==> config.mk <==
export PLATFORM = sky130hd
export DESIGN_NAME = rss_switchover_ctrl
export DESIGN_NICKNAME = d
export VERILOG_FILES = /design/src/include/rss_pkg.sv /design/src/include/rss_sel_if.sv /design/src/rtl/rss_ref_select.sv /design/src/rtl/rss_switchover_ctrl.sv
export SDC_FILE = /design/constraint.sdc
export NUM_CORES = 1
export LEC_CHECK = 0
export BUFFER_PORTS_ARGS = -buffer_cell sky130_fd_sc_hd__buf_2
export CAP_MARGIN = 5
export CORE_MARGIN = 2
export CORE_UTILIZATION = 44
export CTS_BUF_LIST = sky130_fd_sc_hd__clkbuf_8 sky130_fd_sc_hd__clkbuf_16
export DETAILED_ROUTE_END_ITERATION = 10
export HOLD_SLACK_MARGIN = 0.06
export PLACE_DENSITY = 0.82
export SLEW_MARGIN = 40
export SYNTH_ARGS = -nofsm -noshare
export SYNTH_HDL_FRONTEND = slang
export SYNTH_SLANG_ARGS = --single-unit
==> constraint.sdc <==
create_clock -name clk -period 1.54 [get_ports clk]
set_input_delay 0.308 -clock clk [delete_from_list [all_inputs] [get_ports clk]]
set_output_delay 0.308 -clock clk [all_outputs]
set_load 0.05 [all_outputs]
==> src/include/rss_pkg.sv <==
// Constants and types shared by the reference switchover controller.
// Function
// RULE_01: Manual mode: bit 5 picks bit 6 or pin.
// RULE_02: Register select: bit 6 zero first, one second.
// RULE_03: Bit 4: zero manual, one automatic switchover.
// RULE_04: Software keeps single-ended mode under automatic switchover.
// RULE_05: Automatic mode powers both inputs, ignoring bits 2:1.
// RULE_06: Bit 3 zero reverts to first; one stays.
// RULE_07: Bit 2 powers second input unless automatic.
// RULE_08: Bit 1 powers first input unless automatic.
// RULE_09: Bit 0 selects differential or single-ended reference.
// RULE_10: Software clears bits 2:1 when differential set.
// RULE_11: Selection re-evaluated whenever any control input changes.
package rss_pkg;

  // ---------------------------------------------------------------
  // Register map
  // ---------------------------------------------------------------
  localparam logic [11:0] RSS_CTRL_OFF = 12'h01C;
  localparam logic [11:0] RSS_STAT_OFF = 12'h020;
  localparam logic [11:0] RSS_COUNT_OFF = 12'h024;
  localparam logic [7:0] RSS_CTRL_RESET = 8'h00;
  localparam int RSS_CTRL_W = 8;
  localparam int RSS_COUNT_W = 16;

  // ---------------------------------------------------------------
  // Control register fields
  // ---------------------------------------------------------------
  localparam int RSS_B_DIFF = 0;
  localparam int RSS_B_FIRST_PWR = 1;
  localparam int RSS_B_SECOND_PWR = 2;
  localparam int RSS_B_STAY = 3;
  localparam int RSS_B_AUTO = 4;
  localparam int RSS_B_USE_PIN = 5;
  localparam int RSS_B_SEL_SECOND = 6;
  localparam int RSS_B_DEGLITCH_OFF = 7;

  // ---------------------------------------------------------------
  // Status register fields
  // ---------------------------------------------------------------
  localparam int RSS_S_ACTIVE_SECOND = 0;
  localparam int RSS_S_FIRST_PWR = 1;
  localparam int RSS_S_SECOND_PWR = 2;
  localparam int RSS_S_SWITCHED = 3;
  localparam int RSS_S_FIRST_GOOD = 4;
  localparam int RSS_S_SECOND_GOOD = 5;

  typedef enum logic [0:0] {
    RSS_ON_FIRST = 1'b0,
    RSS_ON_SECOND = 1'b1
  } rss_state_t;

endpackage

==> src/include/rss_sel_if.sv <==
// Carrier between the register block and the reference selector.
`timescale 1ns/1ps
interface rss_sel_if;
  logic autoEn;
  logic usePin;
  logic manualSecond;
  logic staySecond;
  logic refSelPin;
  logic firstGood;
  logic secondGood;
  logic activeSecond;
  logic switchPulse;

  modport ctrl (
    output autoEn, usePin, manualSecond, staySecond, refSelPin, firstGood, secondGood,
    input activeSecond, switchPulse
  );
  modport sel (
    input autoEn, usePin, manualSecond, staySecond, refSelPin, firstGood, secondGood,
    output activeSecond, switchPulse
  );
endinterface

==> src/rtl/rss_ref_select.sv <==
// Reference selector: manual choice or automatic switchover state machine.
`timescale 1ns/1ps
module rss_ref_select
  import rss_pkg::*;
(
  input wire logic clk,
  input wire logic arst_n,
  rss_sel_if.sel sel
);

  rss_state_t state_reg;
  rss_state_t state_next;
  logic manualChoice;

  // The manual source only matters while automatic mode is off.
  assign manualChoice = sel.usePin ? sel.refSelPin : sel.manualSecond; // see RULE_01, RULE_02

  // Evaluated every cycle, so any control or pin change is seen at once.
  always_comb begin // see RULE_11
    state_next = state_reg;
    if (!sel.autoEn) begin // see RULE_03
      state_next = manualChoice ? RSS_ON_SECOND : RSS_ON_FIRST;
    end else begin
      case (state_reg)
        RSS_ON_FIRST: begin
          if (!sel.firstGood && sel.secondGood) begin
            state_next = RSS_ON_SECOND;
          end
        end
        RSS_ON_SECOND: begin
          if (!sel.staySecond && sel.firstGood) begin // see RULE_06
            state_next = RSS_ON_FIRST;
          end
        end
        default: state_next = RSS_ON_FIRST;
      endcase
    end
  end

  always_ff @(posedge clk or negedge arst_n) begin
    if (!arst_n) begin
      state_reg <= RSS_ON_FIRST;
    end else begin
      state_reg <= state_next;
    end
  end

  // Only automatic moves count as switchover events.
  always_ff @(posedge clk or negedge arst_n) begin
    if (!arst_n) begin
      sel.switchPulse <= 1'b0;
    end else begin
      sel.switchPulse <= sel.autoEn && (state_next != state_reg);
    end
  end

  assign sel.activeSecond = (state_reg == RSS_ON_SECOND);

endmodule

==> src/rtl/rss_switchover_ctrl.sv <==
// Reference switchover controller with APB register access.
//
// Our own choice: the APB register port.
`timescale 1ns/1ps
module rss_switchover_ctrl
  import rss_pkg::*;
#(
  parameter int ADDR_W = 12
) (
  input wire logic clk,
  input wire logic arst_n,
  input wire logic [ADDR_W-1:0] paddr,
  input wire logic psel,
  input wire logic penable,
  input wire logic pwrite,
  input wire logic [31:0] pwdata,
  input wire logic [3:0] pstrb,
  output logic [31:0] prdata,
  output logic pready,
  output logic pslverr,
  input wire logic refSelPin,
  input wire logic firstRefGood,
  input wire logic secondRefGood,
  output logic selectSecondRef,
  output logic firstRefPowerEn,
  output logic secondRefPowerEn,
  output logic diffRefMode,
  output logic deglitchDisable
);

  // ---------------------------------------------------------------
  // Elaboration checks
  // ---------------------------------------------------------------
  if (ADDR_W < 6 || ADDR_W > 12) begin : gChk
    $error("ADDR_W must lie between 6 and 12");
  end

  // Every control field sits in byte lane zero, and the counter must fit one read word.
  if (RSS_CTRL_W != 8) begin : gChkCtrl
    $error("control register must fill exactly the lowest byte lane");
  end

  if (RSS_COUNT_W < 1 || RSS_COUNT_W > 32) begin : gChkCount
    $error("switch counter must fit one bus word");
  end

  // ---------------------------------------------------------------
  // Bus decode
  // ---------------------------------------------------------------
  logic [RSS_CTRL_W-1:0] ctrl_reg;
  logic switched_reg;
  logic [RSS_COUNT_W-1:0] count_reg;
  logic access;
  logic wrEn;
  logic hitCtrl;
  logic hitStat;
  logic hitCount;
  logic mapped;
  logic [31:0] statWord;
  logic wrCtrl;
  logic clrSwitched;
  logic clrCount;
  logic rdSetup;
  logic [31:0] rdWord;

  function automatic logic addrHit(input logic [ADDR_W-1:0] a, input logic [11:0] off);
    addrHit = (12'(a) == off);
  endfunction

  assign access = psel && penable;
  assign hitCtrl = addrHit(paddr, RSS_CTRL_OFF);
  assign hitStat = addrHit(paddr, RSS_STAT_OFF);
  assign hitCount = addrHit(paddr, RSS_COUNT_OFF);
  assign mapped = hitCtrl || hitStat || hitCount;
  assign wrEn = access && pwrite && mapped;
  // Byte lane zero carries every field, so the other strobes have no effect.
  assign wrCtrl = wrEn && hitCtrl && pstrb[0];
  assign clrSwitched = wrEn && hitStat && pstrb[0] && pwdata[RSS_S_SWITCHED];
  // Any write clears the counter, whatever the data, except in a cycle with a switchover pulse; no read-modify-write is needed.
  assign clrCount = wrEn && hitCount;
  assign rdSetup = psel && !penable && !pwrite;

  // ---------------------------------------------------------------
  // Bus response
  // ---------------------------------------------------------------
  // Zero wait states keep the slave simple; every access ends in its first cycle.
  assign pready = 1'b1;
  // An unmapped offset answers with an error, so a wrong address in software is
  // caught instead of quietly reading as zero.
  assign pslverr = access && !mapped;

  // ---------------------------------------------------------------
  // Control register
  // ---------------------------------------------------------------
  always_ff @(posedge clk or negedge arst_n) begin
    if (!arst_n) begin
      ctrl_reg <= RSS_CTRL_RESET;
    end else if (wrCtrl) begin
      ctrl_reg <= pwdata[RSS_CTRL_W-1:0];
    end
  end

  // ---------------------------------------------------------------
  // Selector
  // ---------------------------------------------------------------
  // The selector gets only the fields that steer it; power and mode bits stay here,
  // as they do not depend on which reference is active.
  rss_sel_if selBus ();

  assign selBus.autoEn = ctrl_reg[RSS_B_AUTO];
  assign selBus.usePin = ctrl_reg[RSS_B_USE_PIN];
  assign selBus.manualSecond = ctrl_reg[RSS_B_SEL_SECOND];
  assign selBus.staySecond = ctrl_reg[RSS_B_STAY];
  assign selBus.refSelPin = refSelPin;
  assign selBus.firstGood = firstRefGood;
  assign selBus.secondGood = secondRefGood;

  rss_ref_select uSel (
    .clk(clk),
    .arst_n(arst_n),
    .sel(selBus.sel)
  );

  assign selectSecondRef = selBus.activeSecond;

  // ---------------------------------------------------------------
  // Power and mode outputs
  // ---------------------------------------------------------------
  // Automatic mode may fall back to either input at any moment, so both stay powered.
  always_ff @(posedge clk or negedge arst_n) begin
    if (!arst_n) begin
      firstRefPowerEn <= 1'b0;
    end else begin
      firstRefPowerEn <= ctrl_reg[RSS_B_AUTO] | ctrl_reg[RSS_B_FIRST_PWR]; // see RULE_05, RULE_08
    end
  end

  always_ff @(posedge clk or negedge arst_n) begin
    if (!arst_n) begin
      secondRefPowerEn <= 1'b0;
    end else begin
      secondRefPowerEn <= ctrl_reg[RSS_B_AUTO] | ctrl_reg[RSS_B_SECOND_PWR]; // see RULE_05, RULE_07
    end
  end

  // Differential mode with automatic switchover is the software's mistake to avoid;
  // the hardware passes both bits through unchanged rather than guessing. (see RULE_04)
  always_ff @(posedge clk or negedge arst_n) begin
    if (!arst_n) begin
      diffRefMode <= 1'b0;
    end else begin
      diffRefMode <= ctrl_reg[RSS_B_DIFF]; // see RULE_09
    end
  end

  // Stored and driven only; the deglitch circuit itself lives outside this block.
  always_ff @(posedge clk or negedge arst_n) begin
    if (!arst_n) begin
      deglitchDisable <= 1'b0;
    end else begin
      deglitchDisable <= ctrl_reg[RSS_B_DEGLITCH_OFF];
    end
  end

  // ---------------------------------------------------------------
  // Switchover history
  // ---------------------------------------------------------------
  // A switchover in the cycle of a clearing write keeps the flag set.
  always_ff @(posedge clk or negedge arst_n) begin
    if (!arst_n) begin
      switched_reg <= 1'b0;
    end else if (selBus.switchPulse) begin
      switched_reg <= 1'b1;
    end else if (clrSwitched) begin
      switched_reg <= 1'b0;
    end
  end

  // The counter saturates so a flapping reference cannot wrap it back to a small value.
  always_ff @(posedge clk or negedge arst_n) begin
    if (!arst_n) begin
      count_reg <= '0;
    end else if (selBus.switchPulse && !(&count_reg)) begin
      count_reg <= count_reg + RSS_COUNT_W'(1);
    end else if (!selBus.switchPulse && clrCount) begin
      count_reg <= '0;
    end
  end

  // ---------------------------------------------------------------
  // Read data
  // ---------------------------------------------------------------
  // Status shows the live monitor inputs, so software sees a recovery as soon as the
  // monitor reports it.
  always_comb begin
    statWord = '0;
    statWord[RSS_S_ACTIVE_SECOND] = selBus.activeSecond;
    statWord[RSS_S_FIRST_PWR] = firstRefPowerEn;
    statWord[RSS_S_SECOND_PWR] = secondRefPowerEn;
    statWord[RSS_S_SWITCHED] = switched_reg;
    statWord[RSS_S_FIRST_GOOD] = firstRefGood;
    statWord[RSS_S_SECOND_GOOD] = secondRefGood;
  end

  // The word is picked in the setup cycle and stands in prdata for the whole access
  // phase; the extra flops keep the live status inputs off a path to the bus pins.
  always_comb begin
    rdWord = '0;
    if (hitCtrl) begin
      rdWord = 32'(ctrl_reg);
    end else if (hitStat) begin
      rdWord = statWord;
    end else if (hitCount) begin
      rdWord = 32'(count_reg);
    end
  end

  always_ff @(posedge clk or negedge arst_n) begin
    if (!arst_n) begin
      prdata <= '0;
    end else if (rdSetup) begin
      prdata <= rdWord;
    end
  end

endmodule

Word-level counts from Yosys, hierarchy flattened
Cells that the tools add are included.
{"block": "word_totals", "output_inout_bits": 39, "register_bits": 63}
{"block": "op_classes", "reduce_logical": 29, "mux": 13, "n_bitwise": 3, "n_addsub": 1, "eq_ne": 4}
{"cell": "32-bit 2-to-1 mux", "n": 2}
{"cell": "16-bit 2-to-1 mux", "n": 3}
{"cell": "12-bit by 6-bit == test with 1-bit output (second input constant)", "n": 2}
{"cell": "1-bit logical AND", "n": 17}
{"cell": "16-bit by 1-bit adder with 16-bit output (second input constant)", "n": 1}
{"cell": "16-bit AND reduction", "n": 1}
{"cell": "12-bit by 5-bit == test with 1-bit output (second input constant)", "n": 1}
{"cell": "1-bit logical NOT", "n": 7}
{"cell": "1-bit 2-to-1 mux", "n": 7}
{"cell": "2-bit nonzero test", "n": 2}
{"cell": "1-bit logical OR", "n": 2}
{"cell": "1-bit bitwise OR", "n": 2}
{"cell": "1-bit case mux with 2 select lines", "n": 1}
{"cell": "1-bit inequality test", "n": 1}
{"cell": "1-bit NOT", "n": 1}

Depth between registers and ports, before layout
{"block": "depth", "ltp_word": 9, "depth_mapped": 7}

Hierarchy
A second synthesis with hierarchy kept.
{"block": "hier_totals", "hier_cells": 256, "hier_area_um2": 2560.0}
{"module": "rss_switchover_ctrl", "cells_per_inst": 247, "instances": 1, "seq_area_each_um2": 1126.1, "area_per_inst_um2": 2457.4}
{"module": "rss_ref_select", "cells_per_inst": 9, "instances": 1, "seq_area_each_um2": 50.0, "area_per_inst_um2": 102.6}

Least setup slack after synthesis
OpenSTA, ideal clock, no wires.
{"block": "synth_timing", "kind": "reg2reg", "startpoint": "register count_reg[0]", "endpoint": "register count_reg[3]", "slack_ns": -0.102, "n_path_buf": 1, "required_time_ns": 1.414, "path_stages_with_launch": 8, "t_arrival_ns": 1.516, "path_cell_list": "dfrtp_1 > ha_1 > nand4_1 > o41a_1 > buf_4 > and2_0 > o21ai_1 > o31ai_1"}
{"block": "synth_via", "elab_chain_cells": 4}
{"item": "start: declaration", "line": "rss_switchover_ctrl.sv:52", "rtl": "logic [RSS_COUNT_W-1:0] count_reg;"}
{"item": "start signal: assignment", "line": "rss_switchover_ctrl.sv:184", "rtl": "count_reg <= count_reg + RSS_COUNT_W'(1);"}
{"item": "parallel branches: the longest is 4 deep, another holds 16-bit by 1-bit adder with 16-bit output"}
Parallel ways; which one is timed is not known.
A chain may end at the register's enable or synchronous reset.

Worst setup path in the final report
{"block": "layout_timing", "startpoint": "register count_reg[1]", "endpoint": "register count_reg[13]"}
The elaborated chain is that of the path after synthesis.

==> summary.txt <==
Pwr
  – Power Dens Cells: approximately 800 mW/mm^2
  – Static power due to leakage: around 1.7 nW
  – Worst supply voltage drop on vdd: approximately 0.6 mV

Timing
  – Hold_ws: 0.230 ns
  – Final hold violation count: 0
  – Setup TNS: -2.15 ns
  – Max Transition Viols Final: 0
  – Count of final setup violators: 15
  – Setup repair after global routing missed its margin: true
  – Timing-limited maximum frequency: 0.539 GHz
  – Part of the cycle the worst path needs: 1.20
  – Worst setup skew after layout: 0.0112 ns
  – Setup ws final: -0.315 ns
  – Time the final worst path needs with I/O delays and setup: 1.85 ns

Global route
  – Largest net degree at the start of global routing: 48
  – Met3 track demand over resource: 0.0500
  – Combined global-route utilization of all metal layers: 0.209
  – Most used routing layer: met2
  – Global-route wire length before repair: between 10 and 15 mm
  – Initial antenna violation count: 0
  – GR Overflow Total: 0
  – Global routing met1 resource utilization: 0.244
  – Number of global-route vias before repair: 2268
  – Met2 Resource Use GR: 0.377

Floorplanning
  – Die Y: 77.5 um
  – Starting utilization of the core area: 0.459
  – Die Width: 77.5 um
  – Floorplan die area: 0.00600 mm^2
  – Core Rows: 26
  – CORE AREA: 0.00517 mm^2
  – Count of boundary I/O pins: 95

Clock network
  – Clock sink count: 47
  – Cell at the root of the clock tree: sky130_fd_sc_hd__clkbuf_8
  – Worst-skew pair later-pin latency: 0.30 ns
  – CTS tree: built
  – Max Buffers Root-to-Sink: 2
  – Clock transition at the register clock pins on the worst setup and hold paths after CTS: 0.09 ns
  – Number of buffers created by CTS: 5
  – H-tree lvl count: 2

Yosys
  – Primary FF master, synth: sky130_fd_sc_hd__dfrtp_1
  – Cell Area, Synth: 0.00238 mm^2
  – Synthesized area per cell: 9.66 um^2
  – Asr flop ratio synth: 1.00
  – Number of distinct library cells after synthesis: 45
  – Cell types occupying the most area after synthesis: sky130_fd_sc_hd__dfrtp_1, sky130_fd_sc_hd__buf_4, sky130_fd_sc_hd__nand3_1, sky130_fd_sc_hd__nand2_1, sky130_fd_sc_hd__mux2_2
  – Sequential fraction of the synthesis area: 0.495
  – Share of Yosys cell area claimed by the top area cell type: 0.495
  – Count of yosys warnings during synthesis: 0
  – Number of synthesized register bits: 47
  – Number of cells produced by synthesis: 246
  – Most common library cells after synthesis: sky130_fd_sc_hd__dfrtp_1, sky130_fd_sc_hd__nand2_1, sky130_fd_sc_hd__nand3_1, sky130_fd_sc_hd__buf_4, sky130_fd_sc_hd__nor2_1
  – Largest area contributor in the netlist: sky130_fd_sc_hd__dfrtp_1
  – Most instantiated library cell after synthesis: sky130_fd_sc_hd__dfrtp_1
  – Number of synthesized flops with an enable pin: 0

Min path
  – Hold Path Origin: pwdata[2]
  – Endpoint, Worst Hold: ctrl_reg[2]
  – Worst min path class: in -> reg
  – Count of cells along the worst hold path: 2

Layout
  – Final Non-Filler Cells: 415
  – Number of inserted diodes: 0
  – Area delta synth->final: 38.2%
  – Final design area excluding fillers: 0.00328 mm^2
  – Fraction of final layout cells sized beyond drive strength 1: 0.420
  – Count of nets after finishing: 402

Worst setup path
  – R2R Path End: count_reg[13]
  – Required time of the worst setup path: between 1.5 and 2 ns
  – Startpoint Class: flip-flop
  – Path type of the worst setup path: reg -> reg
  – Minimum setup slack among reg-to-reg paths: -0.31 ns
  – Number of cells on the worst reg-to-reg path: 8
  – CP Max Fanout: 7
  – Critical path data arrival time: 2.03 ns
  – Type of destination of the critical path: flip-flop
  – Worst reg2reg path startpoint: count_reg[1]

Status
  – Result of the run: complete, but fails checks
  – Failing checks: setup timing

Flow run
  – Max_cap viols: 0

Placement
  – Global placement routability congestion: 0.830
  – Port Buf Inserts: 50
  – Worst setup slack after placement: -0.221 ns
  – Cell Count Post-Placement: 400
  – Detailed-placement wirelength estimate: ~4.3 mm
  – Total placed instance area: 0.00295 mm^2

Detailed routing
  – Wire length after detailed routing: 6.06 mm
  – DR pass1 iterations: 4
  – Vias: 2204
  – Final routed wire length divided by cell count: roughly 15 um
  – DRC Markers: 0
  – Number of DRC violations after detailed-routing iteration 0: 125
  – Via/cell ratio: 5.31
  – Post-route antenna net violation count: 0
==> layout by cell type, fill, tap and decap left out, types with 2 or more instances in the layout <==
master	instances
sky130_fd_sc_hd__o21ai_0	5
sky130_fd_sc_hd__nor3_1	12
sky130_fd_sc_hd__dfrtp_1	47
sky130_fd_sc_hd__inv_1	4
sky130_fd_sc_hd__or2_2	2
sky130_fd_sc_hd__o31ai_1	2
sky130_fd_sc_hd__or3_1	2
sky130_fd_sc_hd__and2_1	4
sky130_fd_sc_hd__a21oi_1	3
sky130_fd_sc_hd__and4b_2	2
sky130_fd_sc_hd__buf_2	45
sky130_fd_sc_hd__nand2_1	28
sky130_fd_sc_hd__nand3_2	3
sky130_fd_sc_hd__nor3_2	2
sky130_fd_sc_hd__buf_6	5
sky130_fd_sc_hd__nand4_2	2
sky130_fd_sc_hd__buf_4	48
sky130_fd_sc_hd__mux2_2	8
sky130_fd_sc_hd__clkbuf_8	5
sky130_fd_sc_hd__nand2_2	2
sky130_fd_sc_hd__nand3_1	21
sky130_fd_sc_hd__o21ai_2	3
sky130_fd_sc_hd__nor2_1	16
sky130_fd_sc_hd__o21ai_1	9
sky130_fd_sc_hd__a221oi_1	8
sky130_fd_sc_hd__conb_1	17
sky130_fd_sc_hd__a21oi_4	2
sky130_fd_sc_hd__nand4_1	7
sky130_fd_sc_hd__and3_1	3
==> cells by family (layout without fill, tap and decap cells) <==
kind of cell | after synthesis | count (layout) | share of synthesized area
multiplexers | 9 | 9 | 0.0421
adder cells (fa/ha/maj) | 1 | 1 | 0.00527
AND/OR/NAND/NOR | 115 | 115 | 0.248
other | 2 | 17 | 0.00316
AO/OA/AOI/OAI | 43 | 43 | 0.129
flip-flops | 47 | 47 | 0.495
buffers and inverters | 28 | 112 | 0.0742
XOR/XNOR | 1 | 1 | 0.00369
==> timing repair <==
item / CTS / global route
hold buffers: 1 / 0
setup buffers: 7 / 2
endpoints found under the hold margin: 47 / 0
pin swaps: 12 / 13
setup endpoints to repair: 15 / 18
gates resized for setup: 19 / 20
==> final cells by class <==
class,instances,area [um^2]
Clock buffer,5,68.8
Inverter,4,15.0
Multi-Input combinational cell,186,1210
Clock inverter,2,37.5
Sequential cell,47,1180
Timing Repair Buffer,101,687
Tap cell,70,87.6
Fill cell,413,1890
==> critical path, stage by stage (launching register included) <==
cell                      delay (ns)
sky130_fd_sc_hd__dfrtp_1        0.37
sky130_fd_sc_hd__ha_2           0.19
sky130_fd_sc_hd__nand4_1        0.13
sky130_fd_sc_hd__buf_4          0.18
sky130_fd_sc_hd__o41ai_4        0.32
sky130_fd_sc_hd__buf_6          0.18
sky130_fd_sc_hd__a21oi_2        0.03
sky130_fd_sc_hd__o21ai_1        0.21
sky130_fd_sc_hd__o21ai_1        0.12
==> worst max path at each step <==
stage | end | depth (start not counted) | slack (ns) | start
global placement | count_reg[4] | 8 | -0.18 | paddr[9]
global route | count_reg[13] | 8 | -0.39 | count_reg[1]
CTS | count_reg[12] | 6 | -0.15 | count_reg[1]
detailed placement | count_reg[5] | 8 | -0.22 | paddr[9]
finish | count_reg[13] | 8 | -0.31 | count_reg[1]
floorplan | count_reg[3] | 7 | -0.08 | count_reg[0]
==> power breakdown <==
group / switching (mW) / leakage, nW / internal (mW)
clock: 0.406 / 0.0502 / 0.474
sequential: 0.0187 / 0.562 / 1.27
combinational: 0.332 / 1.04 / 0.116
total: 0.757 / 1.65 / 1.86
==> through the flow <==
step | utilization | total power, mW
2_1_floorplan | - | 1.63
3_3_place_gp | 0.570 | 1.73
3_5_place_dp | 0.570 | 1.73
4_1_cts | 0.616 | 2.62
5_1_grt | 0.635 | 2.72
6_report | 0.635 | 2.62
==> metal layers <==
metal / vias up / wire, um
met5: - / 0
met4: 0 / 120
met3: 10 / 320
met2: 74 / 3270
met1: 1066 / 2350
li1: 1054 / -
No activity file was read; power rests on OpenSTA's default activity.
